<file path="config.mk">
export PLATFORM = sky130hd
export DESIGN_NAME = ldcc_top
export DESIGN_NICKNAME = d
export VERILOG_FILES = /design/src/verilog/ldcc_pkg.sv /design/src/verilog/ldcc_sync.sv /design/src/verilog/ldcc_top.sv
export SDC_FILE = /design/constraint.sdc
export NUM_CORES = 1
export LEC_CHECK = 0
export BUFFER_PORTS_ARGS = -buffer_cell sky130_fd_sc_hd__buf_2
export CAP_MARGIN = 40
export CORE_ASPECT_RATIO = 0.7
export CORE_MARGIN = 2
export CORE_UTILIZATION = 52
export DETAILED_ROUTE_END_ITERATION = 10
export GPL_TIMING_DRIVEN = 0
export MAX_ROUTING_LAYER = met4
export PLACE_DENSITY = 0.7
export SKIP_LAST_GASP = 1
export SYNTH_ARGS = -nofsm -noshare
export SYNTH_HDL_FRONTEND = slang
export SYNTH_SLANG_ARGS = --single-unit
</file>
<file path="constraint.sdc">
create_clock -name mclk -period 2.1 [get_ports mclk]
set_input_delay 0.315 -clock mclk [delete_from_list [all_inputs] [get_ports mclk]]
set_output_delay 0.315 -clock mclk [all_outputs]
set_load 0.005 [all_outputs]
</file>
<file path="src/verilog/ldcc_pkg.sv">
// Constants, field positions and types of the LED driver configuration block.
// Assumes a single 100 MHz system clock; the serial link is sampled, not clocked.
package ldcc_pkg;

   // ------------------------------------------------------------
   // Sizes and timing
   // ------------------------------------------------------------
   localparam int          WORD_W       = 16;
   localparam int          NUM_CH       = 16;
   localparam int          KEY_CNT_W    = 5;
   localparam int          CLK_PERIOD_NS = 10;
   localparam int          CH_DELAY_NS  = 10;
   // Least time per channel step, rounded up, never below one cycle
   localparam int          CH_DELAY_CYC_RAW = (CH_DELAY_NS + CLK_PERIOD_NS - 1) / CLK_PERIOD_NS;
   localparam int          CH_DELAY_CYC = (CH_DELAY_CYC_RAW < 1) ? 1 : CH_DELAY_CYC_RAW;

   // ------------------------------------------------------------
   // Configuration word: reset value and field positions
   // ------------------------------------------------------------
   localparam logic [15:0] CFG_RESET    = 16'h0000;
   localparam int          GAIN_LSB     = 0;
   localparam int          GAIN_MSB     = 5;
   localparam int          RANGE_BIT    = 6;
   localparam int          DET_OFF_BIT  = 7;
   localparam int          THR_LSB      = 8;
   localparam int          THR_MSB      = 9;
   localparam int          AUTO_PD_BIT  = 10;
   localparam int          SLEW_LSB     = 11;
   localparam int          SLEW_MSB     = 12;
   localparam int          SDO_FALL_BIT = 13;
   localparam int          NO_DELAY_BIT = 14;
   localparam int          PWM12_BIT    = 15;

   // ------------------------------------------------------------
   // Keys: clock rising edges counted while the latch strobe is high
   // ------------------------------------------------------------
   localparam logic [4:0]  KEY_SWITCH   = 5'h01;
   localparam logic [4:0]  KEY_DET_END  = 5'h03;
   localparam logic [4:0]  KEY_CFG_WR   = 5'h07;
   localparam logic [4:0]  KEY_DET_OPEN = 5'h09;
   localparam logic [4:0]  KEY_DET_SHRT = 5'h0a;
   localparam logic [4:0]  KEY_DET_COMB = 5'h0b;
   localparam logic [4:0]  KEY_CNT_MAX  = 5'h1f;

   typedef enum logic [1:0] {
      DET_IDLE,
      DET_OPEN,
      DET_SHORT,
      DET_COMB
   } ldcc_det_type;

endpackage

</file>
<file path="src/verilog/ldcc_sync.sv">
// Two-flop synchroniser for a group of unrelated level inputs.
// Assumes each bit is a slow level or a pin; no bus coherence is given.
`timescale 1ns/1ps
module ldcc_sync #(
   parameter int WIDTH = 1
) (
   // Clock and reset
   input  wire logic             mclk,
   input  wire logic             reset,
   // Levels
   input  wire logic [WIDTH-1:0] async_in,
   output logic      [WIDTH-1:0] sync_out
);

   logic [WIDTH-1:0] meta_ff;
   logic [WIDTH-1:0] sync_ff;

   always_ff @(posedge mclk) begin
      if (reset) begin
         meta_ff <= '0;
         sync_ff <= '0;
      end else begin
         meta_ff <= async_in;
         sync_ff <= meta_ff;
      end
   end

   assign sync_out = sync_ff;

endmodule

</file>
<file path="src/verilog/ldcc_top.sv">
// Configuration word, key decoder, diagnostics and serial readout of a
// 16-channel constant-current LED driver.
// Assumes the serial link clock, data, strobe and analog fault flags are
// asynchronous to mclk, and that the link clock is well below mclk / 4.
//
// How it works
// RQ1: The configuration word is all zero after reset.
// RQ2: Host sends full 16-bit words, bit 0 least significant, bit 15 most.
// RQ3: Bit 14 zero staggers channel turn-on by 10 ns each; one means none.
// RQ4: Bit 15 chooses 16-bit (zero) or 12-bit (one) PWM counting.
// RQ5: Bits 0 to 5 are the unsigned 64-step current gain code.
// RQ6: Bit 6 chooses low range (ratio 28) or high range (ratio 80).
// RQ7: Error detection runs only while bit 7 is zero.
// RQ8: Host enables the tested channel and gives it nonzero brightness first.
// RQ9: Host keeps the channel on at least 1 us between start and end keys.
// RQ10: After detection end, 16 result bits leave channel 15 first; zero is faulty.
// RQ11: Key of 9, 10 or 11 edges starts open, short or combined detection.
// RQ12: Open test flags a channel whose current is at most half programmed.
// RQ13: Short test flags a channel reaching the threshold chosen by bits 9 and 8.
// RQ14: Combined test checks both open current and short voltage.
// RQ15: With bit 10 set, all-zero switch data shuts down, any one wakes.
// RQ16: While shut down, only channel switch latches are obeyed.
// RQ17: Bits 12 and 11 choose output rise and fall time.
// RQ18: Bit 13 set moves serial output changes to the falling clock edge.
// RQ19: Serial data is sampled each rising edge; strobe-high edges form the key.
// RQ20: The word updates all sixteen bits at once when the write key ends.
`timescale 1ns/1ps
module ldcc_top
   import ldcc_pkg::*;
#(
   parameter int NCH = ldcc_pkg::NUM_CH
) (
   // Clock and reset
   input  wire logic                 mclk,
   input  wire logic                 reset,
   // Serial link pins
   input  wire logic                 serial_clk_pin,
   input  wire logic                 serial_in_pin,
   input  wire logic                 latch_strobe,
   output logic                      serial_out_pin,
   // Analog fault comparators per channel
   input  wire logic [NCH-1:0]       current_low_in,
   input  wire logic [NCH-1:0]       voltage_high_in,
   // Settings to the analog and PWM sections
   output logic [5:0]                gain_code,
   output logic                      high_range,
   output logic [1:0]                short_thresh_sel,
   output logic [1:0]                slew_sel,
   output logic                      pwm_12bit,
   output logic                      power_down,
   output logic [NCH-1:0]            channel_on,
   output ldcc_pkg::ldcc_det_type    det_mode
);
   import ldcc_pkg::*;

   // ------------------------------------------------------------
   // Input synchronisation and edge detection
   // ------------------------------------------------------------
   logic [2*NCH+2:0] sync_vec;
   logic             sclk_s;
   logic             sdi_s;
   logic             le_s;
   logic [NCH-1:0]   cur_low_s;
   logic [NCH-1:0]   volt_high_s;
   logic             sclk_d_ff;
   logic             le_d_ff;

   ldcc_sync #(
      .WIDTH (2*NCH+3)
   ) u_sync (
      .mclk     (mclk),
      .reset    (reset),
      .async_in ({voltage_high_in, current_low_in, latch_strobe, serial_in_pin,
                  serial_clk_pin}),
      .sync_out (sync_vec)
   );

   assign {volt_high_s, cur_low_s, le_s, sdi_s, sclk_s} = sync_vec;

   always_ff @(posedge mclk) begin
      if (reset) begin
         sclk_d_ff <= 1'b0;
         le_d_ff   <= 1'b0;
      end else begin
         sclk_d_ff <= sclk_s;
         le_d_ff   <= le_s;
      end
   end

   wire sclk_rise = sclk_s & ~sclk_d_ff;
   wire sclk_fall = ~sclk_s & sclk_d_ff;
   wire le_fall   = le_d_ff & ~le_s;

   // ------------------------------------------------------------
   // Key counter and decode
   // ------------------------------------------------------------
   logic [KEY_CNT_W-1:0] key_cnt_ff;
   logic [WORD_W-1:0]    shreg_ff;
   logic [WORD_W-1:0]    cfg_ff;
   logic [NCH-1:0]       sw_ff;
   logic                 pd_ff;
   ldcc_det_type         det_ff;

   wire key_sw    = le_fall & (key_cnt_ff == KEY_SWITCH);
   // Shutdown blocks everything but the switch latch
   wire key_ok    = le_fall & ~pd_ff; // RQ16
   wire key_cfg   = key_ok & (key_cnt_ff == KEY_CFG_WR);
   wire det_allow = key_ok & ~cfg_ff[DET_OFF_BIT]; // RQ7
   wire key_open  = det_allow & (key_cnt_ff == KEY_DET_OPEN);
   wire key_short = det_allow & (key_cnt_ff == KEY_DET_SHRT);
   wire key_comb  = det_allow & (key_cnt_ff == KEY_DET_COMB);
   wire key_end   = key_ok & (key_cnt_ff == KEY_DET_END) & (det_ff != DET_IDLE);

   // Saturate so that long strobes never alias onto a short key
   wire [KEY_CNT_W-1:0] cnt_inc = (key_cnt_ff == KEY_CNT_MAX) ? key_cnt_ff :
                                  key_cnt_ff + 5'h01;

   always_ff @(posedge mclk) begin
      if (reset) begin
         key_cnt_ff <= '0;
      end else if (le_fall) begin
         key_cnt_ff <= '0;
      end else if (sclk_rise & le_s) begin
         key_cnt_ff <= cnt_inc; // RQ19
      end
   end

   // ------------------------------------------------------------
   // Diagnostics
   // ------------------------------------------------------------
   wire [NCH-1:0] fault = (det_ff == DET_OPEN)  ? cur_low_s : // RQ12
                          (det_ff == DET_SHORT) ? volt_high_s : // RQ13
                          (det_ff == DET_COMB)  ? (cur_low_s | volt_high_s) : '0; // RQ14

   // A zero marks a faulty channel
   wire [WORD_W-1:0] result = ~fault; // RQ10

   always_ff @(posedge mclk) begin
      if (reset) begin
         det_ff <= DET_IDLE;
      end else if (key_open) begin
         det_ff <= DET_OPEN; // RQ11
      end else if (key_short) begin
         det_ff <= DET_SHORT; // RQ11
      end else if (key_comb) begin
         det_ff <= DET_COMB; // RQ11
      end else if (key_end) begin
         det_ff <= DET_IDLE;
      end
   end
   property p_det_block;
      @(posedge mclk) disable iff (reset)
         (le_fall && cfg_ff[DET_OFF_BIT] && key_cnt_ff == KEY_DET_OPEN)
         |=> (det_ff == $past(det_ff));
   endproperty
   a_det_block: assert property (p_det_block) else $error("detection started while off"); // RQ7
   property p_det_start;
      @(posedge mclk) disable iff (reset)
         (le_fall && !pd_ff && !cfg_ff[DET_OFF_BIT] && key_cnt_ff == KEY_DET_SHRT)
         |=> (det_ff == DET_SHORT);
   endproperty
   a_det_start: assert property (p_det_start) else $error("short detection not started"); // RQ11

   // ------------------------------------------------------------
   // Shift register and serial output
   // ------------------------------------------------------------
   logic              sdo_ff;
   wire  [WORD_W-1:0] nxt_shreg = key_end   ? result : // RQ10
                                  sclk_rise ? {shreg_ff[WORD_W-2:0], sdi_s} : // RQ19
                                  shreg_ff;

   wire sdo_upd = key_end | (cfg_ff[SDO_FALL_BIT] ? sclk_fall : sclk_rise); // RQ18

   always_ff @(posedge mclk) begin
      if (reset) begin
         shreg_ff <= '0;
         sdo_ff   <= 1'b0;
      end else begin
         shreg_ff <= nxt_shreg;
         if (sdo_upd) begin
            sdo_ff <= nxt_shreg[WORD_W-1];
         end
      end
   end
   property p_result;
      @(posedge mclk) disable iff (reset)
         key_end |=> (shreg_ff == ~$past(fault)) && (serial_out_pin == shreg_ff[WORD_W-1]);
   endproperty
   a_result: assert property (p_result) else $error("result not loaded"); // RQ10
   property p_sdo_fall;
      @(posedge mclk) disable iff (reset)
         (cfg_ff[SDO_FALL_BIT] && !sclk_fall && !key_end) |=> $stable(serial_out_pin);
   endproperty
   a_sdo_fall: assert property (p_sdo_fall) else $error("sdo moved off falling edge"); // RQ18
   property p_shift;
      @(posedge mclk) disable iff (reset)
         (sclk_rise && !key_end) |=> (shreg_ff == {$past(shreg_ff[WORD_W-2:0]), $past(sdi_s)});
   endproperty
   a_shift: assert property (p_shift) else $error("serial shift wrong"); // RQ19

   // ------------------------------------------------------------
   // Configuration word, channel switch and auto shutdown
   // ------------------------------------------------------------
   // The whole word lands at once; a partial shift never shows
   always_ff @(posedge mclk) begin
      if (reset) begin
         cfg_ff <= CFG_RESET; // RQ1
      end else if (key_cfg) begin
         cfg_ff <= shreg_ff; // RQ20
      end
   end
   property p_reset_zero;
      @(posedge mclk) reset |=> (cfg_ff == CFG_RESET);
   endproperty
   a_reset_zero: assert property (p_reset_zero) else $error("cfg not zero after reset"); // RQ1
   property p_cfg_load;
      @(posedge mclk) disable iff (reset) key_cfg |=> (cfg_ff == $past(shreg_ff));
   endproperty
   a_cfg_load: assert property (p_cfg_load) else $error("cfg not loaded by key"); // RQ20
   property p_cfg_hold;
      @(posedge mclk) disable iff (reset) !key_cfg |=> $stable(cfg_ff);
   endproperty
   a_cfg_hold: assert property (p_cfg_hold) else $error("cfg changed without key"); // RQ16

   always_ff @(posedge mclk) begin
      if (reset) begin
         sw_ff <= '0;
         pd_ff <= 1'b0;
      end else begin
         if (key_sw) begin
            sw_ff <= shreg_ff[NCH-1:0];
         end
         if (~cfg_ff[AUTO_PD_BIT]) begin
            pd_ff <= 1'b0;
         end else if (key_sw) begin
            pd_ff <= (shreg_ff[NCH-1:0] == '0); // RQ15
         end
      end
   end
   property p_shutdown;
      @(posedge mclk) disable iff (reset)
         (key_sw && cfg_ff[AUTO_PD_BIT]) |=> (pd_ff == ($past(shreg_ff[NCH-1:0]) == '0));
   endproperty
   a_shutdown: assert property (p_shutdown) else $error("auto shutdown wrong"); // RQ15

   // ------------------------------------------------------------
   // Gradual turn-on: tap k holds the switch word k+1 cycles late
   // ------------------------------------------------------------
   localparam int DLY_DEPTH = (NCH - 1) * CH_DELAY_CYC;
   logic [NCH-1:0] dly_ff [DLY_DEPTH];

   always_ff @(posedge mclk) begin
      if (reset) begin
         for (int k = 0; k < DLY_DEPTH; k++) begin
            dly_ff[k] <= '0;
         end
      end else begin
         dly_ff[0] <= sw_ff;
         for (int k = 1; k < DLY_DEPTH; k++) begin
            dly_ff[k] <= dly_ff[k-1];
         end
      end
   end

   genvar gi;
   generate
      for (gi = 0; gi < NCH; gi++) begin : g_ch
         if (gi == 0) begin : g_first
            assign channel_on[gi] = sw_ff[gi];
         end else begin : g_rest
            assign channel_on[gi] = cfg_ff[NO_DELAY_BIT] ? sw_ff[gi] :
                                    dly_ff[gi*CH_DELAY_CYC-1][gi]; // RQ3
         end
      end
   endgenerate
   property p_gradual;
      @(posedge mclk) disable iff (reset)
         (!cfg_ff[NO_DELAY_BIT] && !$past(reset, 3)) |-> (channel_on[3] == $past(sw_ff[3], 3));
   endproperty
   a_gradual: assert property (p_gradual) else $error("channel 3 delay wrong"); // RQ3

   // ------------------------------------------------------------
   // Outputs
   // ------------------------------------------------------------
   assign gain_code        = cfg_ff[GAIN_MSB:GAIN_LSB]; // RQ5
   assign high_range       = cfg_ff[RANGE_BIT]; // RQ6
   assign short_thresh_sel = cfg_ff[THR_MSB:THR_LSB]; // RQ13
   assign slew_sel         = cfg_ff[SLEW_MSB:SLEW_LSB]; // RQ17
   assign pwm_12bit        = cfg_ff[PWM12_BIT]; // RQ4
   assign power_down       = pd_ff;
   assign det_mode         = det_ff;
   assign serial_out_pin   = sdo_ff;

endmodule

</file>
-- After elaboration in Yosys (flattened, before gate mapping)
Memory sizes are Yosys's and may differ from the RTL's.
Cells that the tools add are included.
- $add $sub $neg: 1
- equal/unequal tests: 10
- muxes and demuxes: 43
- bitwise operators: 38
- reduce and logical (&&, ||, !) cells: 9
- operator list (cell ; number):
    $mux 16 ; 20
    $mux 1 ; 20
    $logic_not 16->1 ; 1
    $not 16->16 ; 1
    $or 1x1->1 ; 16
    $or 16x16->16 ; 1
    $eq 5x4->1 const B ; 3
    $and 1x1->1 ; 13
    $not 1->1 ; 7
    $mux 2 ; 3
    $reduce_or 2->1 ; 3
    $add 5x1->5 const B ; 1
    $eq 5x1->1 const B ; 1
    $eq 5x2->1 const B ; 1
    $eq 5x3->1 const B ; 1
    $eq 5x5->1 const B ; 1
    $eq 2x2->1 const B ; 2
    $reduce_bool 2->1 ; 2
    $reduce_bool 4->1 ; 1
    $reduce_bool 3->1 ; 1
    $eq 2x1->1 const B ; 1
    $reduce_and 2->1 ; 1
- register bits after elaboration: 129
- RAM bits: 240
- input port bits: 37
- output and inout bits: 32
- word-level logic and storage cells: 115
- memories kept: 1
- memories (name ; words ; bits a word ; rd ports ; clocked after memory_dff ; write ports ; line ; source):
    dly_ff ; 15 ; 16 ; 15 ; 0 ; 15 ; ldcc_top.sv:250 ; logic [NCH-1:0] dly_ff [DLY_DEPTH];

-- Depth between registers and ports, before layout
Gate-level depths: netlist of the first run.
- depth after elaboration: 9
- depth in mapped cells: 9
- mapped depth without buffers: 7

-- By module
A second synthesis of the first run with hierarchy kept.
- cells, all modules: 719
- area total of the unflattened synthesis: 8069.0 um2
- modules (own cells, without submodules) (module ; instances ; cells each ; area an instance (um2) ; seq. area each (um2)):
    ldcc_top ; 1 ; 572 ; 6194.7 ; 3583.4
    ldcc_sync ; 1 ; 147 ; 1874.3 ; 1401.3

-- Worst setup path after synthesis of the first run
OpenSTA, ideal clock, no wires.
- path kind: register -> register
- from: reg key_cnt_ff[0]
- to: reg key_cnt_ff[3]
- library setup time: 116 ps
- data arrival time: 1826 ps
- required time: 1984 ps
- path slack: 157 ps
- cell stages (with the launch flop): 10
- buffers on the path: 2
- clock period less this slack: 1943 ps
- cells stage by stage: dfxtp_1 -> ha_1 -> clkbuf_1 -> and3_1 -> ha_1 -> nor4bb_1 -> clkbuf_1 -> nand4_1 -> xor2_1 -> nor2_1
- longest elaborated chain between the ends: 3
- elaborated cells on any way between the ends: 4
- classes of those cells: 1 x add/sub; 1 x eq/ne; 1 x bitwise; 1 x reduce/logical
- ends and longest elaborated chain (element ; line ; source):
    start, declared ; ldcc_top.sv:97 ; logic [KEY_CNT_W-1:0] key_cnt_ff;
    start signal, assigned ; ldcc_top.sv:124 ; key_cnt_ff <= cnt_inc;
    parallel branches: the longest is 3 deep, another holds $add 5x1->5 ; n/a ;
Parallel ways; which one is timed is not known.
A chain may end at the register's enable or synchronous reset.

-- Final worst setup path of the first run
- from: reg cfg_ff[14]
- to: out channel_on[9]
- longest elaborated chain between the ends: 1
- ends and longest elaborated chain (element ; line ; source):
    start, declared ; ldcc_top.sv:99 ; logic [WORD_W-1:0] cfg_ff;
    start signal, assigned ; ldcc_top.sv:209 ; cfg_ff <= shreg_ff;
    $mux 1 ; ldcc_top.sv:271 ; assign channel_on[gi] = cfg_ff[NO_DELAY_BIT] ? sw_ff[gi] :
    end, declared ; ldcc_top.sv:51 ; output logic [NCH-1:0] channel_on,
Every way passes these cells.

==> flow_results.org, run 1 <==
** Status
- Result of the run :: complete, no violations

** Synth
- Counting flops and latches in the post-synthesis netlist gives 249.
- Among all flip-flop cells after synthesis, the most frequent one is dfxtp_1.
- Number of enable flip-flop cells after synthesis :: 0
- Synth warnings :: 0
- The number of different library cells used by synthesis comes to 37.
- Total nets after synthesis :: 738
- Counting flops with an async set or reset pin after synthesis yields a share of 0%.
- The cell count after synthesis came out at 697.
- Of the synthesized area, sequential elements account for 62.8%.
- Synthesized area per cell :: 11.4 um^2
- The cell area that synthesis handed to floorplanning was 0.00794 mm^2.

** Drt
- Antenna-violating nets left :: 0
- For this run, design rule violations remaining after detail routing come to 0.
- Total length of routed wires :: 16800 um
- Total vias in the final route :: 4966
- After detailed routing, the average wire length per cell comes to 16.8 um.
- In the routed layout, each cell is associated on average with a via count of 4.97.
- The first TritonRoute pass finished after 4 iterations.
- Drt initial violations :: 272

** GRT
- Entering global routing, the biggest net connects 18 pins.
- Global-route usage over all layers :: 22.0%
- The first global-routing pass estimated 26800 um of wire.
- Total grt overflow :: 0
- The number of global-route vias before repair was 4953.
- The initial antenna violation count came to 0.

** Setup path
- Total stage count of the critical path :: 3
- Category of the worst setup path launch point :: flip-flop
- Cell breakdown of the critical path :: buf_4, mux2_2, buf_2
- Data on the critical path arrives at its endpoint at 1720 ps.
- Counting cells, the worst reg-to-reg path comes to 8.
- The worst setup path is of the flip-flop to output pin kind.
- Among cell families on the critical path, the largest total delay comes from flip-flops.
- Count of buffer and inverter cells on the critical path :: 2
- Max incr delay on CP :: 460 ps
- Flop2flop setup slack :: 90 ps
- Required time at the endpoint of the critical path :: 1780 ps
- Endpoint class of the critical path :: output pin
- Along the worst path, the maximum fanout reaches 10.
- The slowest stage of the critical path is the dfxtp_2 cell.

** Final layout
- Number of inserted diodes :: 0
- Final core utilization :: 63.0%
- Once layout is complete, the cells apart from fillers number 1000.
- Most common cell after layout, fill and taps aside :: dfxtp_1
- Design area :: 0.00933 mm^2
- The area growth from synthesis to layout is 17.5%.
- The layout has 1189 filler cells.
- Fraction of final layout cells sized beyond drive strength 1 :: 18.3%
- In the layout the commonest cells are 248 x dfxtp_1, 192 x nor2b_1, 71 x buf_2, 59 x nor2_1, 51 x mux2i_1.
- Final net count :: 829

** Timing
- After layout, the minimum clock period comes to 2030 ps.
- Count of pins over their slew limit :: 0
- Period Utilization, post-route :: 96.8%
- Worst Setup Slack, final :: 68.2 ps
- The final-report hold violation count was 0.
- In this run the tightest slew margin relative to its limit is 44.7%.
- Setup repair after global routing could not meet its margin everywhere.
- Setup violations remaining at the end of the flow were counted as 0.
- At the pin with the least slew margin, the transition time is 830 ps.
- Largest clock skew in the final design :: 8.72 ps
- Static timing analysis puts the maximum clock frequency at 0.492 GHz.

** Placed design
- Post-placement setup slack :: -81.8 ps
- After detailed placement, the design holds a cell count of 959.
- Number of input and output port buffers inserted :: 67
- The HPWL after detailed placement is 11500 um.
- The placed instances occupy a cell area of 0.00852 mm^2.
- Routability-driven placement finished with a final weighted congestion of 0.826.

** Floorplan
- Number of top-level pins :: 69
- After floorplanning, the core was divided into 37 placement rows.
- The floorplan step set the die height to 107 um.
- Measured along the x axis, the die boundary spans 152 um.
- Die area :: 0.0163 mm^2
- Area of the placeable core :: 0.0148 mm^2
- Once the floorplan was initialized, standard cells occupied 53.6% of the core.

** Clocking
- Clock Latency Late Sink :: 500 ps
- The clock net in this run drives a total of 249 sinks.
- Number of buffers created by CTS :: 23
- TritonCTS built the clock tree.
- CTS built an H-tree with a depth of 1.
- In this run, post-CTS hold repair placed 0 buffers.
- Clock tree root buffer cell :: clkbuf_16
- Maximum number of buffers from clock root to sink :: 3
- Clock transition at the registers of the reported paths :: 70 ps

** Power
- Switching portion of total power :: 20.8%
- Overall Power :: 9320 uW
- NetSw :: 1940 uW
- Static leakage power :: 0.00388 uW
- The clock network accounts for 46.1% of the total power.
- Design internal power :: 7380 uW
- Per report_power, the sequential group accounts for 51.6% of the total.
- Total power divided by cell area :: 1000 mW/mm^2
- Combinational logic burns 2.3% of the power.
- Peak ir drop on the vdd network :: 0.579 mV

** Hold path
- Depth of the worst hold-timing path :: 2
- In this run the worst hold path is classified as primary input to flip-flop.

** Flow run
- The tool flagged a number of max-cap violations equal to 0.
==> metrics by stage <==
step	setup TNS, ps	hold slack (ps)
CTS	0	2.16
global route	-62.1	7.45
global placement	-2.91	417
detailed placement	-104	421
finish	0	15.8
floorplan	0	414
==> flip-flops by register name (all words and copies together), names as in the netlist <==
register and flops:
det_mode 2, cfg_ff 16, u_sync.sync_out 35, sclk_d_ff 1, serial_out_pin 1, shreg_ff 16
sw_ff 16, dly_ff 120, le_d_ff 1, key_cnt_ff 5, power_down 1, u_sync.meta_ff 35
==> power groups by stage <==
stage	Clock (uW)	Combinational [uW]	Sequential, uW
floorplan	0	124	4910
CTS	4360	216	4810
global placement	0	207	4910
detailed placement	0	214	4910
global route	4560	237	4810
finish	4300	215	4810
==> final timing paths <==
check | start | end
worst min-delay path | voltage_high_in[0] | u_sync.meta_ff[19]
worst min register to register | dly_ff[0][223] | dly_ff[0][239]
worst max-delay path | cfg_ff[14] | channel_on[9]
worst max register to register | key_cnt_ff[0] | key_cnt_ff[3]
==> Yosys cell counts, types with 2 or more instances <==
cell type    n  area (um^2)
xor2_1       2         17.5
nand2_1      5         18.8
a211oi_1    17          128
buf_4       11         82.6
inv_1        3         11.3
nor4b_2      2         30.0
o2111ai_1    2         17.5
o21ai_1      3         15.0
nor3b_1      2         15.0
a22oi_1     16          120
nor4_1       4         25.0
mux2i_1     51          510
buf_1        2         7.51
nor2_1      59          221
mux2_2      15          169
clkbuf_1    35          131
nand2b_1     2         12.5
dfxtp_1    249         4980
buf_2        5         25.0
nor2b_1    192         1200
ha_1         4         50.1
==> cells by family (layout without fill, tap and decap cells) <==
family          after synthesis  in the layout  share of synthesized area, %
compound gates               43             43                          3.97
xor+xnor                      3              3                         0.331
fa+ha+maj                     4              4                         0.630
buf+inv                      57            165                          3.50
flops                       249            249                          62.8
mux                          66             66                          8.56
simple gates                275            275                          20.2
==> layout make-up <==
cell class	instances	area, um^2	area share (%)
well taps	195	244	2.62
inverters	3	11.3	0.121
clock buffers	28	624	6.69
repair buffers	68	343	3.68
clock inverters	14	170	1.82
plain buffers	52	265	2.84
flip-flops and latches	249	4990	53.5
multi-input cells	391	2680	28.8
==> layer usage <==
metal  global-route usage (%)  vias up  part of all wire, %
li1                         -     2437                    -
met1                     31.9     2384                   51
met2                     33.1      124                   43
met3                     3.69       21                  5.0
met4                     3.90        0                  1.4
met5                        -        -                    0
==> repair_timing <==
item | 4_1_cts | 5_1_grt
resized for setup | 4 | 2
endpoints found under the setup margin | 14 | 30
pin swaps | 1 | 1
gates cloned | 0 | 0
setup buffers | 0 | 1
(Power assumes the default switching activity.)
==> run 2, diff against run 1 <==
--- a/config.mk
+++ b/config.mk
@@ -7,13 +7,14 @@
 export LEC_CHECK = 0
 export BUFFER_PORTS_ARGS = -buffer_cell sky130_fd_sc_hd__buf_2
 export CAP_MARGIN = 40
-export CORE_ASPECT_RATIO = 0.7
+export CORE_ASPECT_RATIO = 0.6
 export CORE_MARGIN = 2
 export CORE_UTILIZATION = 52
 export DETAILED_ROUTE_END_ITERATION = 10
 export GPL_TIMING_DRIVEN = 0
 export MAX_ROUTING_LAYER = met4
 export PLACE_DENSITY = 0.7
+export SETUP_SLACK_MARGIN = 0.5
 export SKIP_LAST_GASP = 1
 export SYNTH_ARGS = -nofsm -noshare
 export SYNTH_HDL_FRONTEND = slang
==> flow_results.org, run 2 (synthesis gave the netlist of run 1 again) <==
** Floorplan
- Overall die height :: 99.7 um
- Starting density of the core :: 53.9%
- Count of standard-cell rows :: 34
- Measured along the x axis, the die boundary spans 164 um.
- Number of top-level pins :: 69
- Die area :: 0.0163 mm^2
- The floorplan step defined a core boundary enclosing 0.0147 mm^2.

** Setup path
- Critical register-to-register path startpoint :: key_cnt_ff[1]
- Category of the worst setup path launch point :: flip-flop
- Counting stages on the worst path, the most repeated cell is ha_4.
- The worst setup path is captured at a flip-flop.
- Worst Path Max Fanout :: 3
- Data on the critical path is required at its endpoint by 2490 ps.
- The critical path goes through ha_4, buf_8, and3_4, ha_4, nor4bb_1, buf_4, nand4_1, xor2_1, nor2_1.
- Worst Setup Path Type :: flip-flop to flip-flop
- On the critical path, the stage with the largest delay is an instance of dfxtp_4.
- Tracing the worst setup path back leads to its startpoint at key_cnt_ff[1].
- On the worst path, the slowest cell contributes a delay of 360 ps.
- Worst path arrival time :: 2250 ps

** Final layout
- Area growth, synth to finish :: 28.0%
- The library cell used most frequently in the layout, excluding fill and tap cells, is dfxtp_1.
- The finished layout holds 1034 standard cells, fillers aside.
- Number of inserted diodes :: 0
- In the final layout, the share of cells above drive strength 1 is 27.8%.
- Measured on the finished design, the core utilization comes to 69.0%.
- Flip-flop count of the largest register, all copies and words added :: 120
- Final net count :: 865
- Top library cells by usage in the layout, fill and taps aside :: 241 x dfxtp_1, 192 x nor2b_1, 53 x buf_2, 50 x mux2i_1, 43 x nor2_1
- dly_ff holds more flip-flops than any other register.

** Drt
- Wire per inst :: 18.3 um
- The first TritonRoute pass finished after 4 iterations.
- Count of unresolved DRC violations after routing :: 0
- Drt initial violations :: 310
- Total length of routed wires :: 18900 um
- Total vias in the final route :: 5187
- Number of vias per cell after detailed routing :: 5.02
- The detail route stage leaves a number of antenna-violating nets equal to 0.

** Clocking
- Number of sinks on the clock net :: 249
- The root buffer cell chosen for the clock tree is clkbuf_16.
- The clock passes through at most 3 buffers.
- Clock transition at the registers of the reported paths :: 70 ps
- CTS built an H-tree with a depth of 1.
- At the later pin of the worst-skew pair, clock insertion delay measures 500 ps.
- Buffers inserted to repair hold after CTS numbered 0.
- Number of buffers created by CTS :: 21
- CTS tree :: done

** GRT
- Global routing consumed, over all layers together, 23.3% of the routing resources.
- The first global-routing pass estimated 28100 um of wire.
- Pin count of the biggest net entering global routing :: 18
- Total grt overflow :: 0
- Number of antenna violations at the first check in global routing :: 0
- The number of global-route vias before repair is 5133.

** Placed design
- Detailed placement ended at an HPWL of 12100 um.
- At the end of routability-driven placement, the weighted congestion stood at 0.852.
- In this run, placement finished with an instance count of 962.
- During placement, the flow inserted port buffers numbering 67.

** Timing
- Transition time at the pin with the least slew margin :: 880 ps
- Of the available clock period, the critical path in the final layout requires 88.8%.
- Setup tns final :: 0 ps
- Maximum clock frequency :: 0.537 GHz
- Rel. slew slack :: 41.3%
- The final-report hold violation count came to 0.
- Setup Viol. Count Final :: 0
- Hold slack final :: 25.9 ps
- Count of pins over their slew limit :: 0
- Across the routed clock network, the largest skew measured is 11.5 ps.
- Final critical delay including setup and external delays :: 1860 ps
- Setup repair after global routing could not meet its margin everywhere.

** Power
- Power share of the clock group :: 44.3%
- The internal power of the cells totals 7180 uW.
- NetSw :: 1850 uW
- In this run the static leakage power is 0.00415 uW.
- Peak ir drop on the vdd network :: 0.557 mV
- Sequential share of power :: 53.1%
- Overall Power :: 9030 uW
- Combinational power share :: 2.5%
- Switching portion of total power :: 20.5%
- Total power divided by cell area :: 889 mW/mm^2

** Hold path
- Hold/Removal Path Class :: primary input to flip-flop
- HP Start :: serial_in_pin

** Flow run
- Max capacitance violation total :: 0

** Status
- Result of the run :: complete, no violations
run 2: cell types whose count changed in the layout (fill, tap and decap cells not counted), sizes merged:
cell	before	now
buf	88	127
clkbuf	60	53
clkinv	4	7
inv	6	3
clkinvlp	4	2
bufinv	3	4
run 2: per-stage QoR:
step / area, um^2 / worst slack [ps]
global route: 10200 / 136
CTS: 9670 / 198
global placement: 8560 / 67.7
finish: 10200 / 236
floorplan: 7980 / 326
detailed placement: 8560 / 18.5
run 2: final timing paths:
check / slack (ps) / cells past startpoint / endpoint
setup / recovery: 240 / 9 / key_cnt_ff[3]
hold / removal: 30 / 2 / u_sync.meta_ff[1]
setup reg to reg: 240 / 9 / key_cnt_ff[3]
hold reg to reg: 430 / 1 / dly_ff[0][222]
run 2: repair_timing:
item	in CTS	in global routing
cloned	4	1
setup endpoints to repair	65	65
buffers inserted	21	11
gates resized for setup	53	94
pin swaps	6	40
run 2: final cells by class:
cell class / count / area [um^2]
fill: 1074 / 4560
tap: 198 / 248
multi-input combinational: 391 / 3030
clock buffer: 22 / 529
clock inverter: 13 / 170
inverter: 3 / 11.3
buffer: 54 / 370
sequential: 249 / 5010
timing repair buffer: 104 / 798
run 2: power by group through the flow:
stage,clock [uW],combinational (uW),sequential (uW)
floorplan,0,124,4910
global placement,0,207,4910
detailed placement,0,214,4910
CTS,4030,220,4800
global route,4250,247,4800
finish,4000,228,4800
run 2: metal layers:
layer	GRT usage (%)	share of wire [%]	vias to the layer above
met3	3.96	6.0	41
met5	-	0	-
li1	-	-	2501
met1	34.0	50	2480
met2	33.3	42	165
met4	6.61	2.5	0
run 2: critical path: cells and delay by family, from the launching register on:
family | cells | cell delay, ps
buf+inv | 2 | 280
fa+ha+maj | 2 | 310
flops | 1 | 360
xor+xnor | 1 | 190
simple gates | 4 | 620
==> run 3, diff against run 2 <==
--- a/config.mk
+++ b/config.mk
@@ -5,7 +5,7 @@
 export SDC_FILE = /design/constraint.sdc
 export NUM_CORES = 1
 export LEC_CHECK = 0
-export BUFFER_PORTS_ARGS = -buffer_cell sky130_fd_sc_hd__buf_2
+export BUFFER_PORTS_ARGS = -buffer_cell sky130_fd_sc_hd__buf_4
 export CAP_MARGIN = 40
 export CORE_ASPECT_RATIO = 0.6
 export CORE_MARGIN = 2
==> flow_results.org, run 3 (synthesis gave the netlist of run 1 again) <==
** Status
- Result of the run :: complete, no violations

** Setup path
- Traced cell by cell, the critical path runs through ha_4, buf_8, and3_4, ha_4, nor4bb_2, buf_4, buf_4, buf_6, mux2i_1, nor2_1.
- Register-to-Register Path Depth :: 10
- Critical register-to-register path startpoint :: key_cnt_ff[1]
- Total stage count of the critical path :: 10
- Required time at the endpoint of the critical path :: 2490 ps
- STA classifies the critical path startpoint as a flip-flop.
- Library cell contributing the largest single delay on the critical path :: dfxtp_4
- Count of buffer and inverter cells on the critical path :: 4
- The largest single stage delay on the critical path is 360 ps.
- Top Family by Delay on Critical Path :: simple AND/OR/NAND/NOR gates
- Worst Path Max Fanout :: 4
- For flop-to-flop paths, the worst setup slack is 220 ps.
- Worst Setup SP :: key_cnt_ff[1]
- The most critical setup path has its endpoint at key_cnt_ff[4].
- Worst path arrival time :: 2270 ps
- By startpoint and endpoint, the worst setup path is classified as flip-flop to flip-flop.
- STA classifies the critical path endpoint as a flip-flop.
- In this run the critical register-to-register path is captured at key_cnt_ff[4].

** Final layout
- The register with the most flip-flops in the layout has 120 of them.
- Filler cell count :: 1012
- Area growth, synth to finish :: 31.3%
- More flip-flops sit in one register than any other, and that register is dly_ff.
- Fraction of final layout cells sized beyond drive strength 1 :: 27.8%
- In the layout the commonest cells are 241 x dfxtp_1, 192 x nor2b_1, 84 x buf_4, 50 x mux2i_1, 44 x nor2_1.
- Number of inserted diodes :: 0
- Most common cell after layout, fill and taps aside :: dfxtp_1
- Once layout is done, the placed cells without fillers occupy 0.0104 mm^2.
- Final net count :: 865
- Final instance count without filler cells :: 1037

** Clocking
- No sink is reached through more buffers than the 3 on the longest clock path.
- Clock tree root buffer cell :: clkbuf_16
- At the later pin of the worst-skew pair, clock insertion delay measures 500 ps.
- The tree built by TritonCTS fans out to 249 sinks.
- Clock transition at the registers of the reported paths :: 70 ps
- Buffers inserted during clock tree synthesis total 22.
- CTS tree :: done
- Count of H-tree levels built during CTS :: 1
- Hold repair after CTS inserted 0 buffers.

** Timing
- Rel. slew slack :: 44.6%
- Hold slack final :: 16.9 ps
- Setup repair after global routing missed its margin :: yes
- Derived from the worst setup path, the maximum achievable clock frequency is 0.532 GHz.
- At the pin with the least slew margin, the transition time is 831 ps.
- Setup Viol. Count Final :: 0
- Worst Setup Slack, final :: 219 ps
- For the finished layout, the period the worst path requires is 1880 ps.
- In the finished design, the share of the clock period the worst path needs comes to 89.6%.
- Number of hold-slack violations in the final timing report :: 0
- Summed over all failing endpoints, the final setup total negative slack is 0 ps.
- The final count of pins violating max slew was 0.
- On the final layout, the worst clock skew is 11.4 ps.

** GRT
- Via count of the first global-routing pass :: 5027
- Global routing consumed, over all layers together, 22.9% of the routing resources.
- Number of antenna violations at the first check in global routing :: 0
- Global-route wire length before repair :: 27700 um
- Total grt overflow :: 0
- Pin count of the biggest net entering global routing :: 17

** Drt
- The detail route stage leaves a number of antenna-violating nets equal to 0.
- Total vias in the final route :: 5216
- For this run, the detailed router's first-pass iteration total came to 5.
- The final layout contains routed wiring with a total length of 18900 um.
- Dividing the detail-routed wire length by the instance count gives 18.2 um.
- Count of unresolved DRC violations after routing :: 0
- After the first detailed-routing iteration, the DRC count stood at 316.
- Using the TritonRoute via totals, the vias-per-cell ratio works out to 5.03.

** Power
- Power share of the clock group :: 47.7%
- Internal power comes to 7760 uW.
- Static leakage power :: 0.00427 uW
- In this run, the combinational gates consume 2.6% of the power.
- Switching portion of total power :: 19.6%
- Peak ir drop on the vdd network :: 0.644 mV
- Summed over all nets, the switching power comes to 1900 uW.
- For this design the ratio of total power to cell area is 926 mW/mm^2.
- Sequential share of power :: 49.7%

** Floorplan
- 69 I/O pins were placed.
- Die area :: 0.0163 mm^2
- Starting density of the core :: 53.9%
- Area of the placeable core :: 0.0147 mm^2
- The floorplan has 34 rows.
- In this run the horizontal extent of the chip is 164 um.
- Overall die height :: 99.7 um

** Placed design
- The congestion estimate from routability-driven global placement came to 0.843.
- Post-placement setup slack :: 15.1 ps
- Port buffering added 67 buffers.
- Detailed placement finished with a half-perimeter wire length of 11900 um.
- Cell Area, Placed :: 0.00873 mm^2
- Placed cell count :: 962

** Hold path
- Depth of the worst hold-timing path :: 2
- In this run the worst hold path is classified as primary input to flip-flop.

** Flow run
- Max capacitance violation total :: 0
## run 3: stage by stage
step                      utilization [%]  power (uW)
after floorplan                         -        5030
after global placement               59.3        5140
after detailed placement             59.3        5150
after CTS                            67.8        9670
after global routing                 70.9        9930
final                                70.9        9660
## run 3: metal layers
metal | vias to the layer above | GRT usage, % | share of wire [%]
li1 | 2513 | - | -
met3 | 30 | 3.75 | 6.0
met4 | 0 | 4.45 | 1.9
met2 | 168 | 32.3 | 42
met1 | 2505 | 34.6 | 50
met5 | - | - | 0
## run 3: final cells by class
class	instances	area, um^2	share of cell area [%]
plain buffers	54	365	3.50
well taps	198	248	2.38
clock buffers	27	589	5.65
flip-flops and latches	249	5000	48.0
inverters	3	11.3	0.108
repair buffers	103	967	9.27
clock inverters	12	254	2.44
multi-input cells	391	2990	28.7
## run 3: how the worst min path moves through the flow
| stage | start | endpoint | slack, ps |
|---|---|---|---|
| global route | voltage_high_in[8] | u_sync.meta_ff[27] | 20 |
| global placement | dly_ff[0][21] | dly_ff[0][37] | 420 |
| finish | voltage_high_in[8] | u_sync.meta_ff[27] | 20 |
| floorplan | dly_ff[0][87] | dly_ff[0][103] | 410 |
| detailed placement | dly_ff[0][191] | dly_ff[0][207] | 420 |
| CTS | voltage_high_in[8] | u_sync.meta_ff[27] | 10 |
## run 3: timing repair
item | in CTS | in global routing
pin swaps | 8 | 23
gates resized for setup | 70 | 69
buffers inserted | 16 | 14
endpoints found under the setup margin | 65 | 62
gates cloned | 2 | 4
## run 3: power groups by stage
stage                     registers (uW)  clock network, uW  logic [uW]
after floorplan                     4910                  0         124
after CTS                           4800               4630         239
final                               4800               4610         250
after global routing                4800               4860         270
after global placement              4910                  0         226
after detailed placement            4910                  0         234
